## config.mk

```make
export PLATFORM = sky130hd
export DESIGN_NAME = csq_top
export DESIGN_NICKNAME = d
export VERILOG_FILES = /design/src/verilog/csq_pkg.sv /design/src/verilog/csq_ack_if.sv /design/src/verilog/csq_qualify.sv /design/src/verilog/csq_ack_timer.sv /design/src/verilog/csq_top.sv
export SDC_FILE = /design/constraint.sdc
export NUM_CORES = 1
export LEC_CHECK = 0
export BUFFER_PORTS_ARGS = -buffer_cell sky130_fd_sc_hd__buf_2
export CORE_UTILIZATION = 47
export DETAILED_ROUTE_END_ITERATION = 7
export HOLD_SLACK_MARGIN = 0.08
export PLACE_DENSITY = 0.77
export SYNTH_ARGS = -nofsm -noshare
export SYNTH_HDL_FRONTEND = slang
export SYNTH_SLANG_ARGS = --single-unit
```

## constraint.sdc

```tcl
create_clock -name pclk -period 1.6 [get_ports pclk]
set_input_delay 0.08 -clock pclk [delete_from_list [all_inputs] [get_ports pclk]]
set_output_delay 0.08 -clock pclk [all_outputs]
set_load 0.01 [all_outputs]
```

## src/verilog/csq_pkg.sv

```systemverilog
// Constants, field layout and decode helpers for the chip-select qualifier.
// Assumes one 40 MHz clock and registers reached over an APB slave.
// Notes on behaviour
// - Direction code 01 reads only, 10 writes only, 11 both, 00 never.
// - Async mode: strobe select 0 follows address strobe, 1 follows data strobe.
// - Async acknowledge codes 0..13 give that many wait states; 1111 leaves it external.
// - Code 1110 ends the access as a two-cycle transfer with internal acknowledge.
// - Space 00 CPU, 01 user, 10 supervisor, 11 supervisor or user.
// - In CPU space the acknowledge level on address bits 3..1 must equal level field.
// - Level field 000 matches any level; 001..111 match only that level.
// - Level field affects chip-select response only, never interrupt recognition.
// - CPU space with autovector enable set makes this block answer with autovector in mode 0 (async) only.
// - Pins assigned as discrete outputs show the matching latch bit.
// - Latch bit 7 ignores writes and reads zero; bits 6..0 read/write.
// - Reset loads latch bits 6..0 with one and bit 7 with zero.
// - Mode 0 async on strobes; mode 1 waits for external bus clock, flags pending.
// - Assert or acknowledge only with base match and every qualifier satisfied, except a chip select assigned as discrete pin, which follows latch bit 0.
// - Synchronous mode ignores the acknowledge field.
package csq_pkg;

  localparam logic [7:0]  ADDR_QUAL        = 8'h00;
  localparam logic [7:0]  ADDR_LATCH       = 8'h04;
  localparam logic [7:0]  ADDR_ASSIGN      = 8'h08;
  localparam logic [7:0]  ADDR_STATUS      = 8'h0c;

  localparam int          MODE_BIT         = 15;
  localparam int          BYTE_LO          = 13;
  localparam int          RW_LO            = 11;
  localparam int          SSEL_BIT         = 10;
  localparam int          ACK_LO           = 6;
  localparam int          SPACE_LO         = 4;
  localparam int          LEVEL_LO         = 1;
  localparam int          AUTOVEC_BIT      = 0;

  localparam logic [15:0] QUAL_RESET       = 16'h0000;
  localparam logic [7:0]  LATCH_RESET      = 8'h7f;
  localparam logic [7:0]  LATCH_USED_MASK  = 8'h7f;
  localparam logic [6:0]  ASSIGN_RESET     = 7'h00;

  localparam logic [1:0]  RW_READ          = 2'h1;
  localparam logic [1:0]  RW_WRITE         = 2'h2;
  localparam logic [1:0]  RW_BOTH          = 2'h3;

  localparam logic [1:0]  SPACE_CPU        = 2'h0;
  localparam logic [1:0]  SPACE_USER       = 2'h1;
  localparam logic [1:0]  SPACE_SUPER      = 2'h2;
  localparam logic [1:0]  SPACE_EITHER     = 2'h3;

  localparam logic [2:0]  LEVEL_ANY        = 3'h0;

  localparam logic [3:0]  ACK_MAX_WAIT     = 4'hd;
  localparam logic [3:0]  ACK_FAST         = 4'he;
  localparam logic [3:0]  ACK_EXTERNAL     = 4'hf;

  localparam logic [4:0]  ACK_BASE_DELAY   = 5'h2;
  localparam logic [7:0]  XCLK_DIV_DEFAULT = 8'h0a;

  typedef enum logic [1:0] {ST_IDLE, ST_WAIT_XCLK, ST_ACTIVE} csq_state_e;

  function automatic logic csq_dir_hit(input logic [1:0] rw, input logic read_cycle);
    csq_dir_hit = (rw == RW_BOTH) || (rw == RW_READ && read_cycle) ||
                  (rw == RW_WRITE && !read_cycle);
  endfunction

  function automatic logic csq_level_hit(input logic [2:0] want, input logic [2:0] lvl);
    csq_level_hit = (want == LEVEL_ANY) || (want == lvl);
  endfunction

  function automatic logic csq_space_hit(input logic [1:0] field, input logic [1:0] code,
                                         input logic iack, input logic [2:0] want,
                                         input logic [2:0] lvl);
    case (field)
      SPACE_CPU:    csq_space_hit = (code == SPACE_CPU) && iack && csq_level_hit(want, lvl);
      SPACE_USER:   csq_space_hit = (code == SPACE_USER);
      SPACE_SUPER:  csq_space_hit = (code == SPACE_SUPER);
      default:      csq_space_hit = (code == SPACE_USER) || (code == SPACE_SUPER);
    endcase
  endfunction

endpackage

```

## src/verilog/csq_ack_if.sv

```systemverilog
// Start, code, clear and acknowledge between the sequencer and the wait timer.
// Assumes both ends run on the same pclk.
interface csq_ack_if;
  logic       start;
  logic [3:0] code;
  logic       clear;
  logic       ack;
  modport ctrl  (output start, output code, output clear, input ack);
  modport timer (input start, input code, input clear, output ack);
endinterface

```

## src/verilog/csq_qualify.sv

```systemverilog
// Combinational qualifier decode for one chip select.
// Assumes bus cycle inputs are synchronous to pclk and stable during a cycle.
module csq_qualify
  import csq_pkg::*;
(
  input  wire logic [15:0] qual,
  input  wire logic        cycle_valid,
  input  wire logic        base_match,
  input  wire logic        read_cycle,
  input  wire logic [1:0]  space_code,
  input  wire logic        iack_cycle,
  input  wire logic [2:0]  iack_level,
  input  wire logic        address_strobe_pin_n,
  input  wire logic        data_strobe_pin_n,
  output logic             match,
  output logic             strobe_ok
);
  // Level only gates this chip select; nothing here reaches interrupt logic
  always_comb begin
    match = cycle_valid && base_match &&
            csq_dir_hit(qual[RW_LO+:2], read_cycle) &&
            csq_space_hit(qual[SPACE_LO+:2], space_code, iack_cycle,
                          qual[LEVEL_LO+:3], iack_level);
    strobe_ok = qual[SSEL_BIT] ? !data_strobe_pin_n : !address_strobe_pin_n;
  end
endmodule

```

## src/verilog/csq_ack_timer.sv

```systemverilog
// Wait-state counter that produces the internal acknowledge.
// Assumes start is one cycle long and clear arrives when the bus cycle ends.
module csq_ack_timer
  import csq_pkg::*;
(
  input  wire logic  pclk,
  input  wire logic  presetn,
  csq_ack_if.timer   ai
);
  logic [4:0] cnt_reg;
  logic       run_reg;
  logic       ack_reg;

  assign ai.ack = ack_reg;

  always_ff @(posedge pclk or negedge presetn) begin
    if (!presetn) begin
      cnt_reg <= 5'h00;
      run_reg <= 1'b0;
    end else if (ai.clear) begin
      run_reg <= 1'b0;
    end else if (ai.start && ai.code <= ACK_MAX_WAIT) begin
      cnt_reg <= {1'b0, ai.code} + 5'h01;
      run_reg <= 1'b1;
    end else if (run_reg) begin
      if (cnt_reg == 5'h00) begin
        run_reg <= 1'b0;
      end else begin
        cnt_reg <= cnt_reg - 5'h01;
      end
    end
  end

  // External code never acknowledges here; the partner ends the cycle
  always_ff @(posedge pclk or negedge presetn) begin
    if (!presetn) begin
      ack_reg <= 1'b0;
    end else if (ai.clear) begin
      ack_reg <= 1'b0;
    end else if (ai.start && ai.code == ACK_FAST) begin
      ack_reg <= 1'b1;
    end else if (run_reg && cnt_reg == 5'h00) begin
      ack_reg <= 1'b1;
    end
  end
endmodule

```

## src/verilog/csq_top.sv

```systemverilog
// Chip-select option qualifier with APB register access and discrete pins.
// Assumes bus cycle inputs synchronous to pclk; cycle_valid marks one bus cycle.
//
// The register addresses and the APB slave port are this design's own decisions.
module csq_top
  import csq_pkg::*;
#(
  parameter logic [7:0] XCLK_DIV = XCLK_DIV_DEFAULT
)(
  input  wire logic        pclk,
  input  wire logic        presetn,
  input  wire logic        psel,
  input  wire logic        penable,
  input  wire logic        pwrite,
  input  wire logic [7:0]  paddr,
  input  wire logic [31:0] pwdata,
  input  wire logic [3:0]  pstrb,
  output logic [31:0]      prdata,
  output logic             pready,
  output logic             pslverr,
  input  wire logic        cycle_valid,
  input  wire logic        base_match,
  input  wire logic        read_cycle,
  input  wire logic [1:0]  space_code,
  input  wire logic        iack_cycle,
  input  wire logic [2:0]  iack_level,
  input  wire logic        address_strobe_pin_n,
  input  wire logic        data_strobe_pin_n,
  output logic             chip_select_n,
  output logic             data_size_ack_n,
  output logic             autovector_n,
  output logic             xclk_pending,
  output logic             external_bus_clock,
  output logic [6:0]       discrete_pins
);
  logic [15:0] qual_reg;
  logic [7:0]  discrete_output_latch_reg;
  logic [6:0]  assign_reg;
  logic [31:0] prdata_reg;
  logic [7:0]  xclk_cnt_reg;
  logic        xclk_tick;
  logic        xclk_level_reg;
  csq_state_e  state_reg;
  csq_state_e  state_next;
  logic        cs_reg_n;
  logic        autovec_reg_n;
  logic        pending_reg;
  logic        match;
  logic        strobe_ok;
  logic        mode_sync;
  logic        autovec_ok;
  logic        wr_access;
  logic        mapped;

  csq_ack_if ack_if ();

  csq_qualify u_qualify (
    .qual                 (qual_reg),
    .cycle_valid          (cycle_valid),
    .base_match           (base_match),
    .read_cycle           (read_cycle),
    .space_code           (space_code),
    .iack_cycle           (iack_cycle),
    .iack_level           (iack_level),
    .address_strobe_pin_n (address_strobe_pin_n),
    .data_strobe_pin_n    (data_strobe_pin_n),
    .match                (match),
    .strobe_ok            (strobe_ok)
  );

  csq_ack_timer u_timer (
    .pclk    (pclk),
    .presetn (presetn),
    .ai      (ack_if.timer)
  );

  assign mode_sync = qual_reg[MODE_BIT];
  // Autovector kept off in sync mode: its timing would depend on clock alignment
  assign autovec_ok = (qual_reg[SPACE_LO+:2] == SPACE_CPU) && qual_reg[AUTOVEC_BIT] &&
                      !mode_sync;

  // APB slave: zero wait states, error on unmapped or read-only writes
  assign mapped    = (paddr == ADDR_QUAL) || (paddr == ADDR_LATCH) ||
                     (paddr == ADDR_ASSIGN) || (paddr == ADDR_STATUS);
  assign wr_access = psel && penable && pwrite && mapped && (paddr != ADDR_STATUS);
  assign pready    = 1'b1;
  assign pslverr   = psel && penable && (!mapped || (pwrite && paddr == ADDR_STATUS));
  assign prdata    = prdata_reg;

  always_ff @(posedge pclk or negedge presetn) begin
    if (!presetn) begin
      qual_reg <= QUAL_RESET;
    end else if (wr_access && paddr == ADDR_QUAL) begin
      if (pstrb[0]) begin
        qual_reg[7:0] <= pwdata[7:0];
      end
      if (pstrb[1]) begin
        qual_reg[15:8] <= pwdata[15:8];
      end
    end
  end

  always_ff @(posedge pclk or negedge presetn) begin
    if (!presetn) begin
      discrete_output_latch_reg <= LATCH_RESET;
    end else if (wr_access && paddr == ADDR_LATCH && pstrb[0]) begin
      discrete_output_latch_reg <= pwdata[7:0] & LATCH_USED_MASK;
    end
  end

  always_ff @(posedge pclk or negedge presetn) begin
    if (!presetn) begin
      assign_reg <= ASSIGN_RESET;
    end else if (wr_access && paddr == ADDR_ASSIGN && pstrb[0]) begin
      assign_reg <= pwdata[6:0];
    end
  end

  // Read data captured in the setup phase so it comes from a flop
  always_ff @(posedge pclk or negedge presetn) begin
    if (!presetn) begin
      prdata_reg <= 32'h0000_0000;
    end else if (psel && !penable && !pwrite) begin
      case (paddr)
        ADDR_QUAL:   prdata_reg <= {16'h0000, qual_reg};
        ADDR_LATCH:  prdata_reg <= {24'h00_0000, discrete_output_latch_reg};
        ADDR_ASSIGN: prdata_reg <= {25'h000_0000, assign_reg};
        ADDR_STATUS: prdata_reg <= {28'h000_0000, pending_reg, !autovec_reg_n,
                                    ack_if.ack, !cs_reg_n};
        default:     prdata_reg <= 32'h0000_0000;
      endcase
    end
  end

  // External bus clock from a divider; tick marks its rising edge
  assign xclk_tick = (xclk_cnt_reg == XCLK_DIV - 8'h01);

  always_ff @(posedge pclk or negedge presetn) begin
    if (!presetn) begin
      xclk_cnt_reg   <= 8'h00;
      xclk_level_reg <= 1'b0;
    end else if (xclk_tick) begin
      xclk_cnt_reg   <= 8'h00;
      xclk_level_reg <= 1'b1;
    end else begin
      xclk_cnt_reg   <= xclk_cnt_reg + 8'h01;
      if (xclk_cnt_reg == {1'b0, XCLK_DIV[7:1]}) begin
        xclk_level_reg <= 1'b0;
      end
    end
  end
  assign external_bus_clock = xclk_level_reg;

  always_comb begin
    state_next = state_reg;
    case (state_reg)
      ST_IDLE: begin
        if (match && mode_sync) begin
          state_next = ST_WAIT_XCLK;
        end else if (match && strobe_ok) begin
          state_next = ST_ACTIVE;
        end
      end
      ST_WAIT_XCLK: begin
        if (!match) begin
          state_next = ST_IDLE;
        end else if (xclk_tick) begin
          state_next = ST_ACTIVE;
        end
      end
      ST_ACTIVE: begin
        if (!cycle_valid) begin
          state_next = ST_IDLE;
        end
      end
      default: state_next = ST_IDLE;
    endcase
  end

  always_ff @(posedge pclk or negedge presetn) begin
    if (!presetn) begin
      state_reg <= ST_IDLE;
    end else begin
      state_reg <= state_next;
    end
  end

  always_ff @(posedge pclk or negedge presetn) begin
    if (!presetn) begin
      cs_reg_n      <= 1'b1;
      autovec_reg_n <= 1'b1;
      pending_reg   <= 1'b0;
    end else begin
      cs_reg_n      <= (state_next != ST_ACTIVE);
      autovec_reg_n <= !(state_next == ST_ACTIVE && autovec_ok);
      pending_reg   <= (state_next == ST_WAIT_XCLK);
    end
  end

  // Timer only runs for async accesses; sync mode never reads the field
  assign ack_if.start = (state_reg == ST_IDLE) && match && strobe_ok && !mode_sync;
  assign ack_if.code  = qual_reg[ACK_LO+:4];
  assign ack_if.clear = !cycle_valid;

  assign chip_select_n   = assign_reg[0] ? discrete_output_latch_reg[0] : cs_reg_n;
  assign data_size_ack_n = !ack_if.ack;
  assign autovector_n    = autovec_reg_n;
  assign xclk_pending    = pending_reg;
  assign discrete_pins   = (assign_reg & discrete_output_latch_reg[6:0]) | ~assign_reg;

  // Checks
  logic [4:0] active_cnt;

  always_ff @(posedge pclk or negedge presetn) begin
    if (!presetn) begin
      active_cnt <= 5'h00;
    end else if (state_reg != ST_ACTIVE) begin
      active_cnt <= 5'h00;
    end else if (active_cnt != 5'h1f) begin
      active_cnt <= active_cnt + 5'h01;
    end
  end
endmodule

```

# [Word level (Yosys, flattened, before mapping)]
# Index checks and enable logic that the tools add are counted.
[classes] magnitude_cmp=1 reduce_logical=61 n_bitwise=3 eq_ne=22 addsub=3 mux=23
[op_table] cell="16-bit one-hot mux with 4 select lines" count=1
[op_table] cell="1-bit logical AND" count=31
[op_table] cell="8-bit by 4-bit equality test with 1-bit output, second input constant" count=3
[op_table] cell="8-bit by 3-bit equality test with 1-bit output, second input constant" count=2
[op_table] cell="5-bit 2-to-1 mux" count=3
[op_table] cell="2-bit equality test, second input constant" count=6
[op_table] cell="1-bit zero test" count=11
[op_table] cell="1-bit 2-to-1 mux" count=11
[op_table] cell="2-bit by 1-bit equality test with 1-bit output, second input constant" count=5
[op_table] cell="2-bit 2-to-1 mux" count=5
[op_table] cell="8-bit by 1-bit adder with 8-bit output, second input constant" count=1
[op_table] cell="8-bit zero test" count=1
[op_table] cell="1-bit logical OR" count=8
[op_table] cell="8-bit 2-to-1 mux" count=1
[op_table] cell="8-bit by 4-bit inequality test with 1-bit output, second input constant" count=1
[op_table] cell="7-bit bitwise AND" count=1
[op_table] cell="7-bit inverter" count=1
[op_table] cell="7-bit bitwise OR" count=1
[op_table] cell="2-bit zero test" count=3
[op_table] cell="2-bit one-hot mux with 3 select lines" count=1
[op_table] cell="4-bit by 1-bit adder with 5-bit output, second input constant" count=1
[op_table] cell="5-bit zero test" count=1
[op_table] cell="5-bit by 1-bit subtractor with 5-bit output, second input constant" count=1
[op_table] cell="4-bit equality test, second input constant" count=1
[op_table] cell="other kinds (10)" count=12
[totals] elab_cells=127 reg_bits=83 input_bits=60

# [Logic depth before layout (Yosys ltp)]
[logic_depth] depth_word=13 depth_mapped=9 ltp_nobuf=8

# [Cells and area by module]
# A second synthesis with hierarchy kept.
[hier_totals] hier_cells=322 hier_area_um2=3590.9
[modules_own_cells] mod="csq_top" area_per_inst_um2=2859.0 cells_each=239 n_inst=1
[modules_own_cells] mod="csq_ack_timer" area_per_inst_um2=528.0 cells_each=54 n_inst=1
[modules_own_cells] mod="csq_qualify" area_per_inst_um2=203.9 cells_each=29 n_inst=1

# [Worst setup path after synthesis]
# No wires, ideal clock.
[synth_path] path_kind="reg-to-reg" startpoint="reg u_timer.cnt_reg[0]" endpoint="reg u_timer.cnt_reg[2]" stages_incl_launch_ff=8 setup_time_ps=127 required_time_ps=1473 path_slack_ps=-140 arrival_ps=1613 cell_sequence="dfrtp_1 inv_1 ha_1 inv_1 o41a_1 a31oi_1 a311oi_1 a221o_2"
[synth_between] elab_chain_cells=4
[synth_lines] item="start: declaration" line_no="csq_ack_timer.sv:10" rtl="logic [4:0] cnt_reg;"
[synth_lines] item="start signal: assignment" line_no="csq_ack_timer.sv:23" rtl="cnt_reg <= {1'b0, ai.code} + 5'h01;"
[synth_lines] item="start signal: assignment" line_no="csq_ack_timer.sv:29" rtl="cnt_reg <= cnt_reg - 5'h01;"
[synth_lines] item="5-bit by 1-bit subtractor with 5-bit output" line_no="csq_ack_timer.sv:29"
[synth_lines] item="5-bit 2-to-1 mux" line_no="csq_ack_timer.sv:26" rtl="if (cnt_reg == 5'h00) begin"
[synth_lines] item="5-bit 2-to-1 mux" line_no="csq_ack_timer.sv:25" rtl="end else if (run_reg) begin"
[synth_lines] item="5-bit 2-to-1 mux" line_no="csq_ack_timer.sv:22" rtl="end else if (ai.start && ai.code <= ACK_MAX_WAIT) begin"
# Parallel ways exist; a longest one is shown, timed or not. The select of a mux whose other input is x is not followed.
# A chain may end at the register's enable or synchronous reset.

# [Worst setup path in the final report]
[layout_path] startpoint="reg qual_reg[2]" endpoint="reg u_timer.cnt_reg[3]"
[layout_between] elab_chain_cells=11
[layout_lines] item="start: declaration" line_no="csq_top.sv:36" rtl="logic [15:0] qual_reg;"
[layout_lines] item="start signal: assignment" line_no="csq_top.sv:95" rtl="qual_reg[7:0] <= pwdata[7:0];"
[layout_lines] item="3-bit equality test or 3-bit zero test (tied branches)" line_no="csq_pkg.sv:66" rtl="csq_level_hit = (want == LEVEL_ANY) || (want == lvl);"
[layout_lines] item="1-bit logical OR (*)" line_no="csq_pkg.sv:66"
[layout_lines] item="1-bit logical AND (*)" line_no="csq_pkg.sv:73" rtl="SPACE_CPU: csq_space_hit = (code == SPACE_CPU) && iack && csq_level_hit(want, lvl);"
[layout_lines] item="1-bit one-hot mux with 3 select lines (*)" line_no="csq_pkg.sv:72" rtl="case (field)"
[layout_lines] item="1-bit logical AND (*)" line_no="csq_qualify.sv:21" rtl="csq_dir_hit(qual[RW_LO+:2], read_cycle) &&"
[layout_lines] item="1-bit logical AND (*) (3 in a row)" line_no="csq_top.sv:201" rtl="assign ack_if.start = (state_reg == ST_IDLE) && match && strobe_ok && !mode_sync;"
[layout_lines] item="1-bit logical AND (*)" line_no="csq_ack_timer.sv:22"
[layout_lines] item="2-bit by 1-bit inequality test with 1-bit output (no line) or 2-bit nonzero test (tied branches)"
[layout_lines] item="3-bit AND reduction (no line)"
# Every way passes the cells marked *; elsewhere a longest branch is shown, timed or not.

==> impl_metrics.csv <==
group,metric,value,unit
synthesis,synth_compound_area_share,11.1,%
synthesis,synth_top_family_by_area,"simple AND/OR/NAND/NOR gates",
hold_path,hold_class,"in -> reg",
global_routing,grt_usage,21.6,%
power_and_ir_drop,p_sw,857,µW
finish,multi_input_area,0.00175,mm²
floorplan,num_rows,31,
setup_path,r2r-start,"qual_reg[2]",
timing,final.setup_skew,0.00550,ns
power_and_ir_drop,leakage,2.41,nW
synthesis,yosysUniqueCellTypes,56,
hold_path,hold_start,"penable",
timing,rsz0062_at_grt,"true",
finish,n_antenna_cell,0,
timing,finalSetupViolCount,12,
finish,nFillCells,547,
synthesis,synth_mux_area_share,14.0,%
placed_design,dp_worst_setup_slack,-0.232,ns
placed_design,io_buffer_count,70,
drt,viasPerCell,5.23,
synthesis,yosys_register_bits,67,
timing,min_period,1.84,ns
setup_path,cp_data_required_time,1.84,ns
placed_design,dpl_cell_area,0.00426,mm²
timing,clock.fmax,544,MHz
finish,design_area,0.00477,mm²
floorplan,core_area,0.00721,mm²
timing,final.setup.tns,-1.57,ns
setup_path,r2r_end,"u_timer.cnt_reg[3]",
synthesis,synth_fa_ha_area_share,3.57,%
clocking,cts-root-buf,"clkbuf_8",
synthesis,netlist_top_cells_count,"dfrtp_1 (58), mux2_2 (30), nor2_1 (27)",
clocking,insertion_delay,0.35,ns
synthesis,synthFlopType,"dfrtp_1",
setup_path,rrSetupSlack,-0.24,ns
floorplan,die_w,88.4,µm
global_routing,grt_max_degree,35,
drt,ant_nets,0,
power_and_ir_drop,power_frac_comb,10.0,%
finish,nets,527,
synthesis,yosys_warnings,0,
global_routing,grt_pass1_vias,2610,
synthesis,syn_inst,312,
power_and_ir_drop,peakVddDrop,585,µV
clocking,cts_tree,"done",
synthesis,synth_edf_count,0,
power_and_ir_drop,seqPwrFrac,50.3,%
placed_design,hpwl,6.03,mm
floorplan,io_pins,106,
setup_path,reg2reg_depth,7,
synthesis,synth_top_area_cell,"dfrtp_1",
setup_path,worstSetupStartpointType,"flop",
synthesis,yosys.area_share.simple,14.8,%
synthesis,syn_avg_cell_area,11.2,µm²
hold_path,hold-path-endpoint,"prdata[4]",
placed_design,gp_congestion,0.816,
setup_path,endpoint_kind,"flop",
finish,seq_area,0.00169,mm²
timing,drv_slew,0,
global_routing,grt_pass1_wl,12.6,mm
synthesis,yosysTopAreaCellShare,41.4,%
run,maxCapViolCount,0,
clocking,h-tree-depth,3,
outcome,status,"complete, but fails checks",
timing,hold_viol,0,
drt,drc,0,
clocking,cts_buffers,9,
finish,syn_to_final_growth,36.2,%
timing,finalCritPeriodShare,115,%
setup_path,critPathKind,"reg -> reg",
timing,timing.final.ws_setup,-0.239,ns
setup_path,arrival,2.08,ns
floorplan,initial_core_util,48.6,%
finish,final_util,66.2,%
hold_path,hold_depth,4,
clocking,clock_sinks,67,
setup_path,cp_max_fo,6,
drt,routedWlPerCell,15.1,µm
synthesis,synth_area_leaders,"dfrtp_1 (41%), mux2_2 (9.6%), dfstp_2 (6.7%)",
power_and_ir_drop,power.density,723,mW/mm²
global_routing,overflow,0,
synthesis,yosysMostFrequentCell,"dfrtp_1",
synthesis,synth_area,0.00351,mm²
drt,drt_iter0_drc,186,
floorplan,dieArea,0.00781,mm²
power_and_ir_drop,power.internal,2.59,mW
finish,layout-drive-gt1-share,45.7,%
drt,num_vias,2934,
clocking,clkTransAtPathRegs,0.07,ns
power_and_ir_drop,p_sw_share,24.8,%
synthesis,seq_area_frac_synth,48.1,%
outcome,violations,"negative setup slack",
power_and_ir_drop,clock_power_share,39.7,%
floorplan,dieHeight,88.4,µm
synthesis,async_reset_ff_share,100,%
drt,first_pass_iters,4,
clocking,cts_buffer_depth,2,
synthesis,synthXorXnorAreaFrac,1.75,%
drt,routed_wl,8.45,mm
global_routing,antenna_found_initial,0,
-- critical path: stages (launching register included) --
cell     delay (ns)
dfrtp_2        0.45
nor4_2         0.25
o21ai_1        0.12
nor2_2         0.16
nor3_4         0.07
o21ai_4        0.28
mux2i_1        0.13
a211o_1        0.27
-- kinds of logic after synthesis --
logic type,after synthesis
AO/OA/AOI/OAI,49
XOR/XNOR,7
adder cells (fa/ha/maj),10
buffers and inverters,38
flip-flops,67
multiplexers,40
other,2
AND/OR/NAND/NOR,99
-- worst max path at each step --
stage	start	end	depth (start not counted)
2_1_floorplan	qual_reg[15]	u_timer.cnt_reg[3]	6
3_3_place_gp	qual_reg[2]	u_timer.cnt_reg[2]	7
3_5_place_dp	qual_reg[2]	u_timer.cnt_reg[2]	7
4_1_cts	qual_reg[3]	u_timer.cnt_reg[2]	7
5_1_grt	qual_reg[2]	u_timer.cnt_reg[3]	7
6_report	qual_reg[2]	u_timer.cnt_reg[3]	7
-- layout make-up --
cell class                      instances  share of cell area, %
Tap cell                               99                   2.60
Timing Repair Buffer                  142                   20.2
Clock inverter                          5                   1.13
Multi-Input combinational cell        222                   36.7
Inverter                               15                   1.18
Sequential cell                        67                   35.4
Clock buffer                           11                   2.75
-- power by group through the flow --
stage	logic [mW]	registers, mW	clock network (mW)
4_1_cts	0.321	1.73	1.40
5_1_grt	0.380	1.74	1.47
6_report	0.345	1.74	1.37
3_5_place_dp	0.286	1.76	0
3_3_place_gp	0.277	1.76	0
2_1_floorplan	0.145	1.77	0
-- metal layers --
metal	vias up	wire length, µm	global-route usage, %
li1	1374	-	-
met1	1461	3900	30.2
met2	86	4050	33.2
met3	13	374	5.22
met4	0	125	6.74
met5	-	0	0
-- layout by cell type, fill, tap and decap left out, types with 3 or more instances in the layout --
cell            n
buf_4          49
clkinv_2        3
a22o_1         13
buf_6           4
o21ai_0         7
inv_1          15
nor4_2          3
mux4_2          3
nand2_1        23
dlygate4sd3_1  18
dfrtp_1        56
and3_1          7
mux2_2         30
xnor2_1         5
nand2b_1        7
mux2i_1         6
buf_2          70
nor2_1         23
nand4_1         3
clkbuf_8        9
dfstp_2         9
nand3_1        12
a21oi_1         6
nor2_2          4
ha_1            9
conb_1         17
-- timing repair --
action                                  in CTS  in global routing
gates resized for setup                      2                 25
endpoints found under the hold margin       55                  0
pin swaps                                    3                 12
setup buffers                                1                  3
cloned                                       0                  0
endpoints found under the setup margin      12                 12
hold buffers                                18                  0
-- stage by stage --
| step | hold WS [ns] | cells | power [mW] |
|---|---|---|---|
| 2_1_floorplan | -0.216 | 327 | 1.91 |
| 3_3_place_gp | 0.0600 | 523 | 2.04 |
| 3_5_place_dp | 0.0655 | 523 | 2.05 |
| 4_1_cts | 0.0849 | 558 | 3.45 |
| 5_1_grt | 0.146 | 561 | 3.59 |
| 6_report | 0.116 | 561 | 3.45 |
(Power assumes the default switching activity.)
